### src/gain_pkg.sv
// Constants, types and state layout for the gain and power estimator.
// Assumes one conversion clock of 40 MHz and a synchronous reset.
//
// Overview of operation
// - Fine gain 0 to 6 dB, half-dB steps
// - Codes 0..12 give code times 0.5 dB
// - Gain code is zero after reset
// - Level bus driven only while meter enabled
// - Power averaged over programmable sample count
// - Level codes 1..14, one-dB bins from -12.5 to -1.5 dBFS
// - Length code 0..4 selects 1K..16K samples
// - Samples leave pipeline 21 cycles after sampling
// - Output 12 bits, offset binary or two's complement
package gain_pkg;

    localparam int CLK_HZ = 40_000_000;
    localparam int CODE_W = 12;
    localparam int GAIN_W = 4;
    localparam int LEN_W = 3;
    localparam int LEVEL_W = 4;
    localparam int PIPE_LAT = 21;
    localparam int DLY_STAGES = PIPE_LAT - 1;
    localparam int FIFO_DEPTH = 16;
    localparam int GAIN_FRAC = 10;
    localparam int PROD_W = 25;
    localparam int SQ_W = 23;
    localparam int ACC_W = 37;
    localparam int CNT_W = 14;
    localparam int RUN_W = 5;
    localparam int N_THRESH = 13;

    localparam logic [GAIN_W-1:0] GAIN_RESET = 4'h0;
    localparam logic [GAIN_W-1:0] GAIN_MAX = 4'hc;
    localparam logic [LEN_W-1:0] LEN_RESET = 3'h0;
    localparam logic [LEN_W-1:0] LEN_MAX = 3'h4;
    localparam logic [3:0] WIN_BASE_LOG2 = 4'ha;
    localparam logic [LEVEL_W-1:0] LEVEL_OFF = 4'h0;
    localparam logic [LEVEL_W-1:0] LEVEL_MIN = 4'h1;
    localparam logic [LEVEL_W-1:0] LEVEL_TOP = 4'he;

    // Q10 factors: ratio of 2.00 Vpp to each scaled full scale
    localparam logic [11:0] GAIN_Q10 [0:12] = '{
        12'h400, 12'h43c, 12'h47f, 12'h4c3, 12'h508, 12'h555, 12'h5a2,
        12'h5f8, 12'h659, 12'h6b9, 12'h725, 12'h78c, 12'h800
    };

    // Mean square at -12.5 .. -1.5 and 0 dBFS, full-scale sine reference
    localparam logic [SQ_W-1:0] PWR_THRESH [0:N_THRESH-1] = '{
        23'h01ccaa, 23'h0243f3, 23'h02da1c, 23'h039727, 23'h048524,
        23'h05b0c3, 23'h0729f5, 23'h0904ce, 23'h0b5a9d, 23'h0e4b2d,
        23'h11fea2, 23'h16a778, 23'h200000
    };

    typedef struct packed {
        logic gain_wr;
        logic [GAIN_W-1:0] gain_code;
        logic level_meter_on;
        logic [LEN_W-1:0] averaging_length_code;
        logic twos_comp;
    } ctrl_t;

    typedef struct packed {
        logic [GAIN_W-1:0] gain;
        logic [DLY_STAGES-1:0][CODE_W-1:0] dly;
        logic [DLY_STAGES-1:0] dv;
        logic signed [PROD_W-1:0] prod;
        logic pv;
        logic [CODE_W-1:0] out;
        logic ov;
        logic [LEN_W-1:0] len;
        logic [CNT_W-1:0] cnt;
        logic [ACC_W-1:0] acc;
        logic [LEVEL_W-1:0] level;
        logic [LEVEL_W-1:0] level_out;
    } core_t;

endpackage

### src/sample_fifo.sv
// Sample FIFO with registered read data and valid/ready on both sides.
// Assumes producer and consumer share one clock and a synchronous reset.
`timescale 1ns/1ps
module sample_fifo #(
    parameter int WIDTH = 12,
    parameter int DEPTH = 16
) (
    input wire logic clk_i,
    input wire logic srst_i,
    input wire logic in_valid_i,
    output logic in_ready_o,
    input wire logic [WIDTH-1:0] in_data_i,
    output logic out_valid_o,
    input wire logic out_ready_i,
    output logic [WIDTH-1:0] out_data_o
);
    localparam int AW = $clog2(DEPTH);

    typedef struct packed {
        logic [DEPTH-1:0][WIDTH-1:0] mem;
        logic [AW-1:0] wp;
        logic [AW-1:0] rp;
        logic [AW:0] cnt;
        logic [WIDTH-1:0] dout;
        logic dv;
    } fifo_t;

    fifo_t st_ff;
    fifo_t nxt_st;
    logic push;
    logic take;

    assign in_ready_o = st_ff.cnt < (AW+1)'(DEPTH);
    assign out_valid_o = st_ff.dv;
    assign out_data_o = st_ff.dout;

    always_comb begin
        nxt_st = st_ff;
        push = in_valid_i && in_ready_o;
        take = 1'b0;
        // Head register refills as soon as it is free or drained
        if (!st_ff.dv || out_ready_i) begin
            if (st_ff.cnt != '0) begin
                take = 1'b1;
                nxt_st.dout = st_ff.mem[st_ff.rp];
                nxt_st.dv = 1'b1;
                nxt_st.rp = st_ff.rp + 1'b1;
            end else begin
                nxt_st.dv = 1'b0;
            end
        end
        if (push) begin
            nxt_st.mem[st_ff.wp] = in_data_i;
            nxt_st.wp = st_ff.wp + 1'b1;
        end
        unique case ({push, take})
            2'b10: nxt_st.cnt = st_ff.cnt + 1'b1;
            2'b01: nxt_st.cnt = st_ff.cnt - 1'b1;
            default: nxt_st.cnt = st_ff.cnt;
        endcase
    end

    always_ff @(posedge clk_i) begin
        if (srst_i) begin
            st_ff <= '0;
        end else begin
            st_ff <= nxt_st;
        end
    end
endmodule

### src/gain_and_power_estimator.sv
// Post-conversion fine gain, output coding and coarse power meter.
// Assumes raw offset-binary codes on the conversion clock and a
// control port on the same clock; output drained through a FIFO.
`timescale 1ns/1ps
module gain_and_power_estimator (
    input wire logic REF_CLK_I,
    input wire logic SRST_I,
    input wire logic [gain_pkg::CODE_W-1:0] SAMPLE_I,
    input wire logic SAMPLE_VALID_I,
    output logic SAMPLE_READY_O,
    input wire gain_pkg::ctrl_t CTRL_I,
    output logic [gain_pkg::CODE_W-1:0] DATA_O,
    output logic DATA_VALID_O,
    input wire logic DATA_READY_I,
    output logic [gain_pkg::LEVEL_W-1:0] LEVEL_O
);
    gain_pkg::core_t st_ff;
    gain_pkg::core_t nxt_st;
    logic fifo_rdy;
    logic advance;
    logic win_end;
    logic signed [gain_pkg::CODE_W-1:0] top_s;
    logic signed [gain_pkg::PROD_W-gain_pkg::GAIN_FRAC-1:0] shf;
    logic signed [gain_pkg::CODE_W-1:0] sat;
    logic signed [2*gain_pkg::CODE_W-1:0] sq_full;
    logic [gain_pkg::SQ_W-1:0] sq;
    logic [gain_pkg::ACC_W-1:0] sum;
    logic [gain_pkg::SQ_W-1:0] avg;
    logic [3:0] shamt;
    logic [gain_pkg::CNT_W:0] win_len;
    logic [gain_pkg::LEVEL_W-1:0] lvl;

    ////////////////////////////////////////////////////////////////////
    // Output buffer

    sample_fifo #(
        .WIDTH(gain_pkg::CODE_W),
        .DEPTH(gain_pkg::FIFO_DEPTH)
    ) u_fifo (
        .clk_i(REF_CLK_I),
        .srst_i(SRST_I),
        .in_valid_i(st_ff.ov),
        .in_ready_o(fifo_rdy),
        .in_data_i(st_ff.out),
        .out_valid_o(DATA_VALID_O),
        .out_ready_i(DATA_READY_I),
        .out_data_o(DATA_O)
    );

    // Whole pipeline freezes while a finished sample waits on the FIFO
    assign advance = !st_ff.ov || fifo_rdy;
    assign SAMPLE_READY_O = advance;
    assign LEVEL_O = st_ff.level_out;

    ////////////////////////////////////////////////////////////////////
    // Next-state logic

    always_comb begin
        nxt_st = st_ff;
        top_s = $signed({~st_ff.dly[gain_pkg::DLY_STAGES-1][11],
                         st_ff.dly[gain_pkg::DLY_STAGES-1][10:0]});
        shf = st_ff.prod[gain_pkg::PROD_W-1:gain_pkg::GAIN_FRAC];
        // Gain above 0 dB can overrange; clip rather than wrap
        if (shf > 15'sh07ff) begin
            sat = 12'sh7ff;
        end else if (shf < -15'sh0800) begin
            sat = -12'sh800;
        end else begin
            sat = shf[gain_pkg::CODE_W-1:0];
        end
        sq_full = sat * sat;
        sq = sq_full[gain_pkg::SQ_W-1:0];
        sum = st_ff.acc + gain_pkg::ACC_W'(sq);
        shamt = gain_pkg::WIN_BASE_LOG2 + 4'(st_ff.len);
        win_len = (gain_pkg::CNT_W+1)'(1) << shamt;
        win_end = advance && st_ff.pv
            && ({1'b0, st_ff.cnt} == win_len - 1'b1);
        avg = gain_pkg::SQ_W'(sum >> shamt);
        lvl = gain_pkg::LEVEL_MIN;
        for (int i = 0; i < gain_pkg::N_THRESH; i++) begin
            if (avg >= gain_pkg::PWR_THRESH[i]) begin
                lvl = lvl + 1'b1;
            end
        end

        nxt_st.level_out = CTRL_I.level_meter_on ? st_ff.level
                                                 : gain_pkg::LEVEL_OFF;
        // Reserved codes are dropped so the gain stays defined
        if (CTRL_I.gain_wr && CTRL_I.gain_code <= gain_pkg::GAIN_MAX) begin
            nxt_st.gain = CTRL_I.gain_code;
        end

        if (advance) begin
            nxt_st.dly = {st_ff.dly[gain_pkg::DLY_STAGES-2:0], SAMPLE_I};
            nxt_st.dv = {st_ff.dv[gain_pkg::DLY_STAGES-2:0],
                         SAMPLE_VALID_I};
            nxt_st.prod = top_s * $signed({1'b0,
                gain_pkg::GAIN_Q10[st_ff.gain]});
            nxt_st.pv = st_ff.dv[gain_pkg::DLY_STAGES-1];
            nxt_st.ov = st_ff.pv;
            nxt_st.out = CTRL_I.twos_comp ? sat
                                          : {~sat[11], sat[10:0]};
            if (win_end) begin
                nxt_st.level = lvl;
                nxt_st.acc = '0;
                nxt_st.cnt = '0;
                nxt_st.len = (CTRL_I.averaging_length_code > gain_pkg::LEN_MAX)
                    ? gain_pkg::LEN_MAX : CTRL_I.averaging_length_code;
            end else if (st_ff.pv) begin
                nxt_st.acc = sum;
                nxt_st.cnt = st_ff.cnt + 1'b1;
            end
        end
    end

    ////////////////////////////////////////////////////////////////////
    // State register

    always_ff @(posedge REF_CLK_I) begin
        if (SRST_I) begin
            st_ff <= '0;
        end else begin
            st_ff <= nxt_st;
        end
    end

    ////////////////////////////////////////////////////////////////////
    // Checks

    logic [gain_pkg::RUN_W-1:0] run_ff;
    logic [gain_pkg::CNT_W:0] seen_ff;

    // Consecutive advancing edges, saturating
    always_ff @(posedge REF_CLK_I) begin
        if (SRST_I || !advance) begin
            run_ff <= '0;
        end else if (run_ff != '1) begin
            run_ff <= run_ff + 1'b1;
        end
    end

    // Samples counted into the running window
    always_ff @(posedge REF_CLK_I) begin
        if (SRST_I || win_end) begin
            seen_ff <= '0;
        end else if (advance && st_ff.pv) begin
            seen_ff <= seen_ff + 1'b1;
        end
    end
endmodule

### config.mk
export PLATFORM = sky130hd
export DESIGN_NAME = gain_and_power_estimator
export DESIGN_NICKNAME = d
export VERILOG_FILES = /design/src/gain_pkg.sv /design/src/sample_fifo.sv /design/src/gain_and_power_estimator.sv
export SDC_FILE = /design/constraint.sdc
export NUM_CORES = 2
export LEC_CHECK = 0
export ABC_CLOCK_PERIOD_IN_PS = 14800
export CAP_MARGIN = 15
export CORE_MARGIN = 1.5
export CORE_UTILIZATION = 59
export CTS_BUF_LIST = sky130_fd_sc_hd__clkbuf_16
export DETAILED_ROUTE_END_ITERATION = 12
export DONT_BUFFER_PORTS = 1
export GPL_TIMING_DRIVEN = 0
export PLACE_DENSITY = 0.74
export SLEW_MARGIN = 20
export SYNTH_ARGS = -nofsm -noshare
export SYNTH_HDL_FRONTEND = slang
export SYNTH_HIERARCHICAL = 1
export SYNTH_SLANG_ARGS = --single-unit
### constraint.sdc
create_clock -name REF_CLK_I -period 14.8 [get_ports REF_CLK_I]
set_clock_uncertainty 0.2 [all_clocks]
set_input_delay 1.48 -clock REF_CLK_I [delete_from_list [all_inputs] [get_ports REF_CLK_I]]
set_output_delay 1.48 -clock REF_CLK_I [all_outputs]
set_load 0.02 [all_outputs]
==> results.toml <==
[cts]
clk_latency_ns = 0.68
clk_pin_slew_worst_paths_ns = 0.07
root_buffer = "clkbuf_16"
htreeDepth = 2
clock_path_buffers = 3
cts_made_buffers = 61
cts.sinks = 573
cts_tree = "done"

[sta]
grt_setup_unrepaired = "true"
setup_viol = 3
setup_slack_ns = -1.379
fmax_ghz = 0.06181
slew_viol_final = 0
tightest_slew_ns = 1.185
hold_violations = 0
fin_crit_ns = 16.18
whs_ns = 0.2430
slew_headroom_pct = 21.02
period_share_pct = 109.3

[worst_setup_path]
cp-start-kind = "flip-flop"
critPathMaxFanout = 8
end_kind = "flip-flop"
reg2reg_slack_ns = -1.38
crit_required_ns = 15.09
cp_slowest_cell = "fa_2"
cp_common_cell = "a21oi_2"
critical_path_class = "reg -> reg"
crit_path_max_incr_delay_ns = 0.59
worstPathArrival_ns = 16.47

[route]
vias = 38190
drtIter0Drc = 4189
antenna_left = 0
routed_wl_mm = 128.3
routedWlPerCell_um = 20.87
dr.pass1.iters = 8
avgViaCountPerCell = 6.210
drc = 0

[layout]
diodes = 0
fin_nets = 5652
fillers = 5632
area_growth_pct = 14.11
drive_above_1_share_pct = 11.96

[floorplanning]
fp.dieW_um = 262.7
rows = 95
start_util_pct = 59.45
dieArea_um2 = 69000
die_y_um = 262.7
ioPinCount = 44
core_um2 = 66920

[synthesis]
synth-seq-area-share_pct = 28.83
synthDistinctLibCells = 120
synth.avg_cell_area_um2 = 7.881
async_flop_share_pct = 0
ys_ff_latch = 573
synth_cells = 5048
yosysWarnings = 6
synth_fp_nets = 5474
synthesis.area_um2 = 39790
synth-edff-count = 0
ys.flop_type = "dfxtp_1"

[grt]
antenna_found_initial = 1
grt_pass1_wl_mm = 198.4
grt_usage_pct = 35.84
grt_pass1_vias = 36250
grt_max_degree = 20
overflow = 0

[place]
dp_hpwl_mm = 95.43
numPortBuffers = 0
gp_congestion = 1.019

[worst_hold_path]
hold_class = "reg -> reg"

[outcome]
status = "complete, but fails checks"
failed_checks = "setup timing"

[flow_run]
maxCapViolCount = 0
==> repair_timing <==
| action | in CTS | in global routing |
|---|---|---|
| hold buffers | 0 | 0 |
| setup buffers | 64 | 55 |
| gates cloned | 2 | 0 |
| setup endpoints to repair | 3 | 3 |
| gates resized for setup | 169 | 87 |
| pin swaps | 78 | 106 |
==> kinds of logic after synthesis <==
logic type | synth area share [%]
buffers and inverters | 7.274
AO/OA/AOI/OAI | 20.11
AND/OR/NAND/NOR | 20.39
flip-flops | 28.83
multiplexers | 3.648
adder cells (fa/ha/maj) | 16.75
XOR/XNOR | 2.997
==> worst max-delay path: cells and delay by family (launching register included) <==
family | cells | cell delay, ns
AO/OA/AOI/OAI | 21 | 3.77
buffers and inverters | 9 | 0.92
XOR/XNOR | 10 | 2.02
multiplexers | 5 | 1.22
flip-flops | 1 | 0.36
adder cells (fa/ha/maj) | 12 | 4.71
AND/OR/NAND/NOR | 17 | 2.77
==> Yosys cell counts, types with 27 or more instances <==
cell	count	area (um^2)
fa_1	221	4424
nand4_1	35	219.0
nand2b_1	27	168.9
dfxtp_1	573	11470
and2_1	66	412.9
clkbuf_1	275	1032
a31oi_1	30	187.7
nor3_1	72	360.4
o21ai_0	226	1131
mux2i_1	73	730.7
ha_1	179	2240
a21o_1	31	232.7
mux4_2	29	653.1
nor2_1	299	1122
nand2_1	1062	3986
xor2_1	40	350.3
nand3_1	79	395.4
inv_1	335	1257
a21oi_1	630	3153
o22ai_1	42	262.8
buf_2	53	265.3
xnor2_1	67	586.8
and3_1	40	250.2
==> layout by cell type (no fill, tap or decap), types with 68 or more instances in the layout <==
cell type | netlist | final
dfxtp_1 | 573 | 569
fa_1 | 221 | 218
mux2i_1 | 73 | 68
ha_1 | 179 | 160
nand3_1 | 79 | 77
nor2_1 | 299 | 273
buf_4 | 20 | 126
o21ai_0 | 226 | 210
a21oi_1 | 630 | 604
clkbuf_1 | 275 | 265
inv_1 | 335 | 331
nand2_1 | 1062 | 1053
==> path summary, 6_finish.rpt <==
kind / from / endpoint / depth (start not counted)
max: shf[12] / st_ff[7] / 74
min reg2reg: st_ff[109] / st_ff[110] / 2
min: st_ff[109] / st_ff[110] / 2
max reg2reg: shf[12] / st_ff[7] / 74
==> state kept, by name, indices dropped and copies added, names as in the netlist <==
register / cells
LEVEL_O: 4
shf: 15
st_ff: 336
u_fifo/out_valid_o: 1
u_fifo/st_ff: 205
u_fifo/out_data_o: 12
==> area by class of cell <==
class	count	area, um^2	area share [%]
clock buffer	61	1526	3.362
multi-input combinational	3756	26790	59.01
sequential	573	11480	25.29
inverter	340	1290	2.841
timing repair buffer	119	1022	2.252
tap	873	1092	2.406
clock inverter	53	504.2	1.111
buffer	375	1692	3.726
==> routing by layer <==
metal	global-route usage, %	wire [um]	share of wire, %	vias to the layer above
met2	56.93	58200	45	1950
met4	16.29	6444	5.0	0
met5	0	0	0	-
li1	-	-	-	17540
met3	6.072	12450	9.7	413
met1	47.93	51230	40	18280
==> metrics by stage <==
step | utilization [%] | setup WS [ns] | cells | area [um^2] | setup TNS [ns]
global placement | 61.59 | -2.454 | 5921 | 41220 | -6.747
finish | 67.84 | -1.379 | 6150 | 45400 | -3.596
floorplan | - | 0.0006253 | 5048 | 40130 | 0
CTS | 66.65 | -1.236 | 6100 | 44600 | -3.092
detailed placement | 61.60 | -2.439 | 5921 | 41220 | -6.703
global route | 67.84 | -2.024 | 6150 | 45400 | -5.537
Power is not shown: default switching activity piles up to over one toggle a cycle in this logic, so the estimate is an artifact.
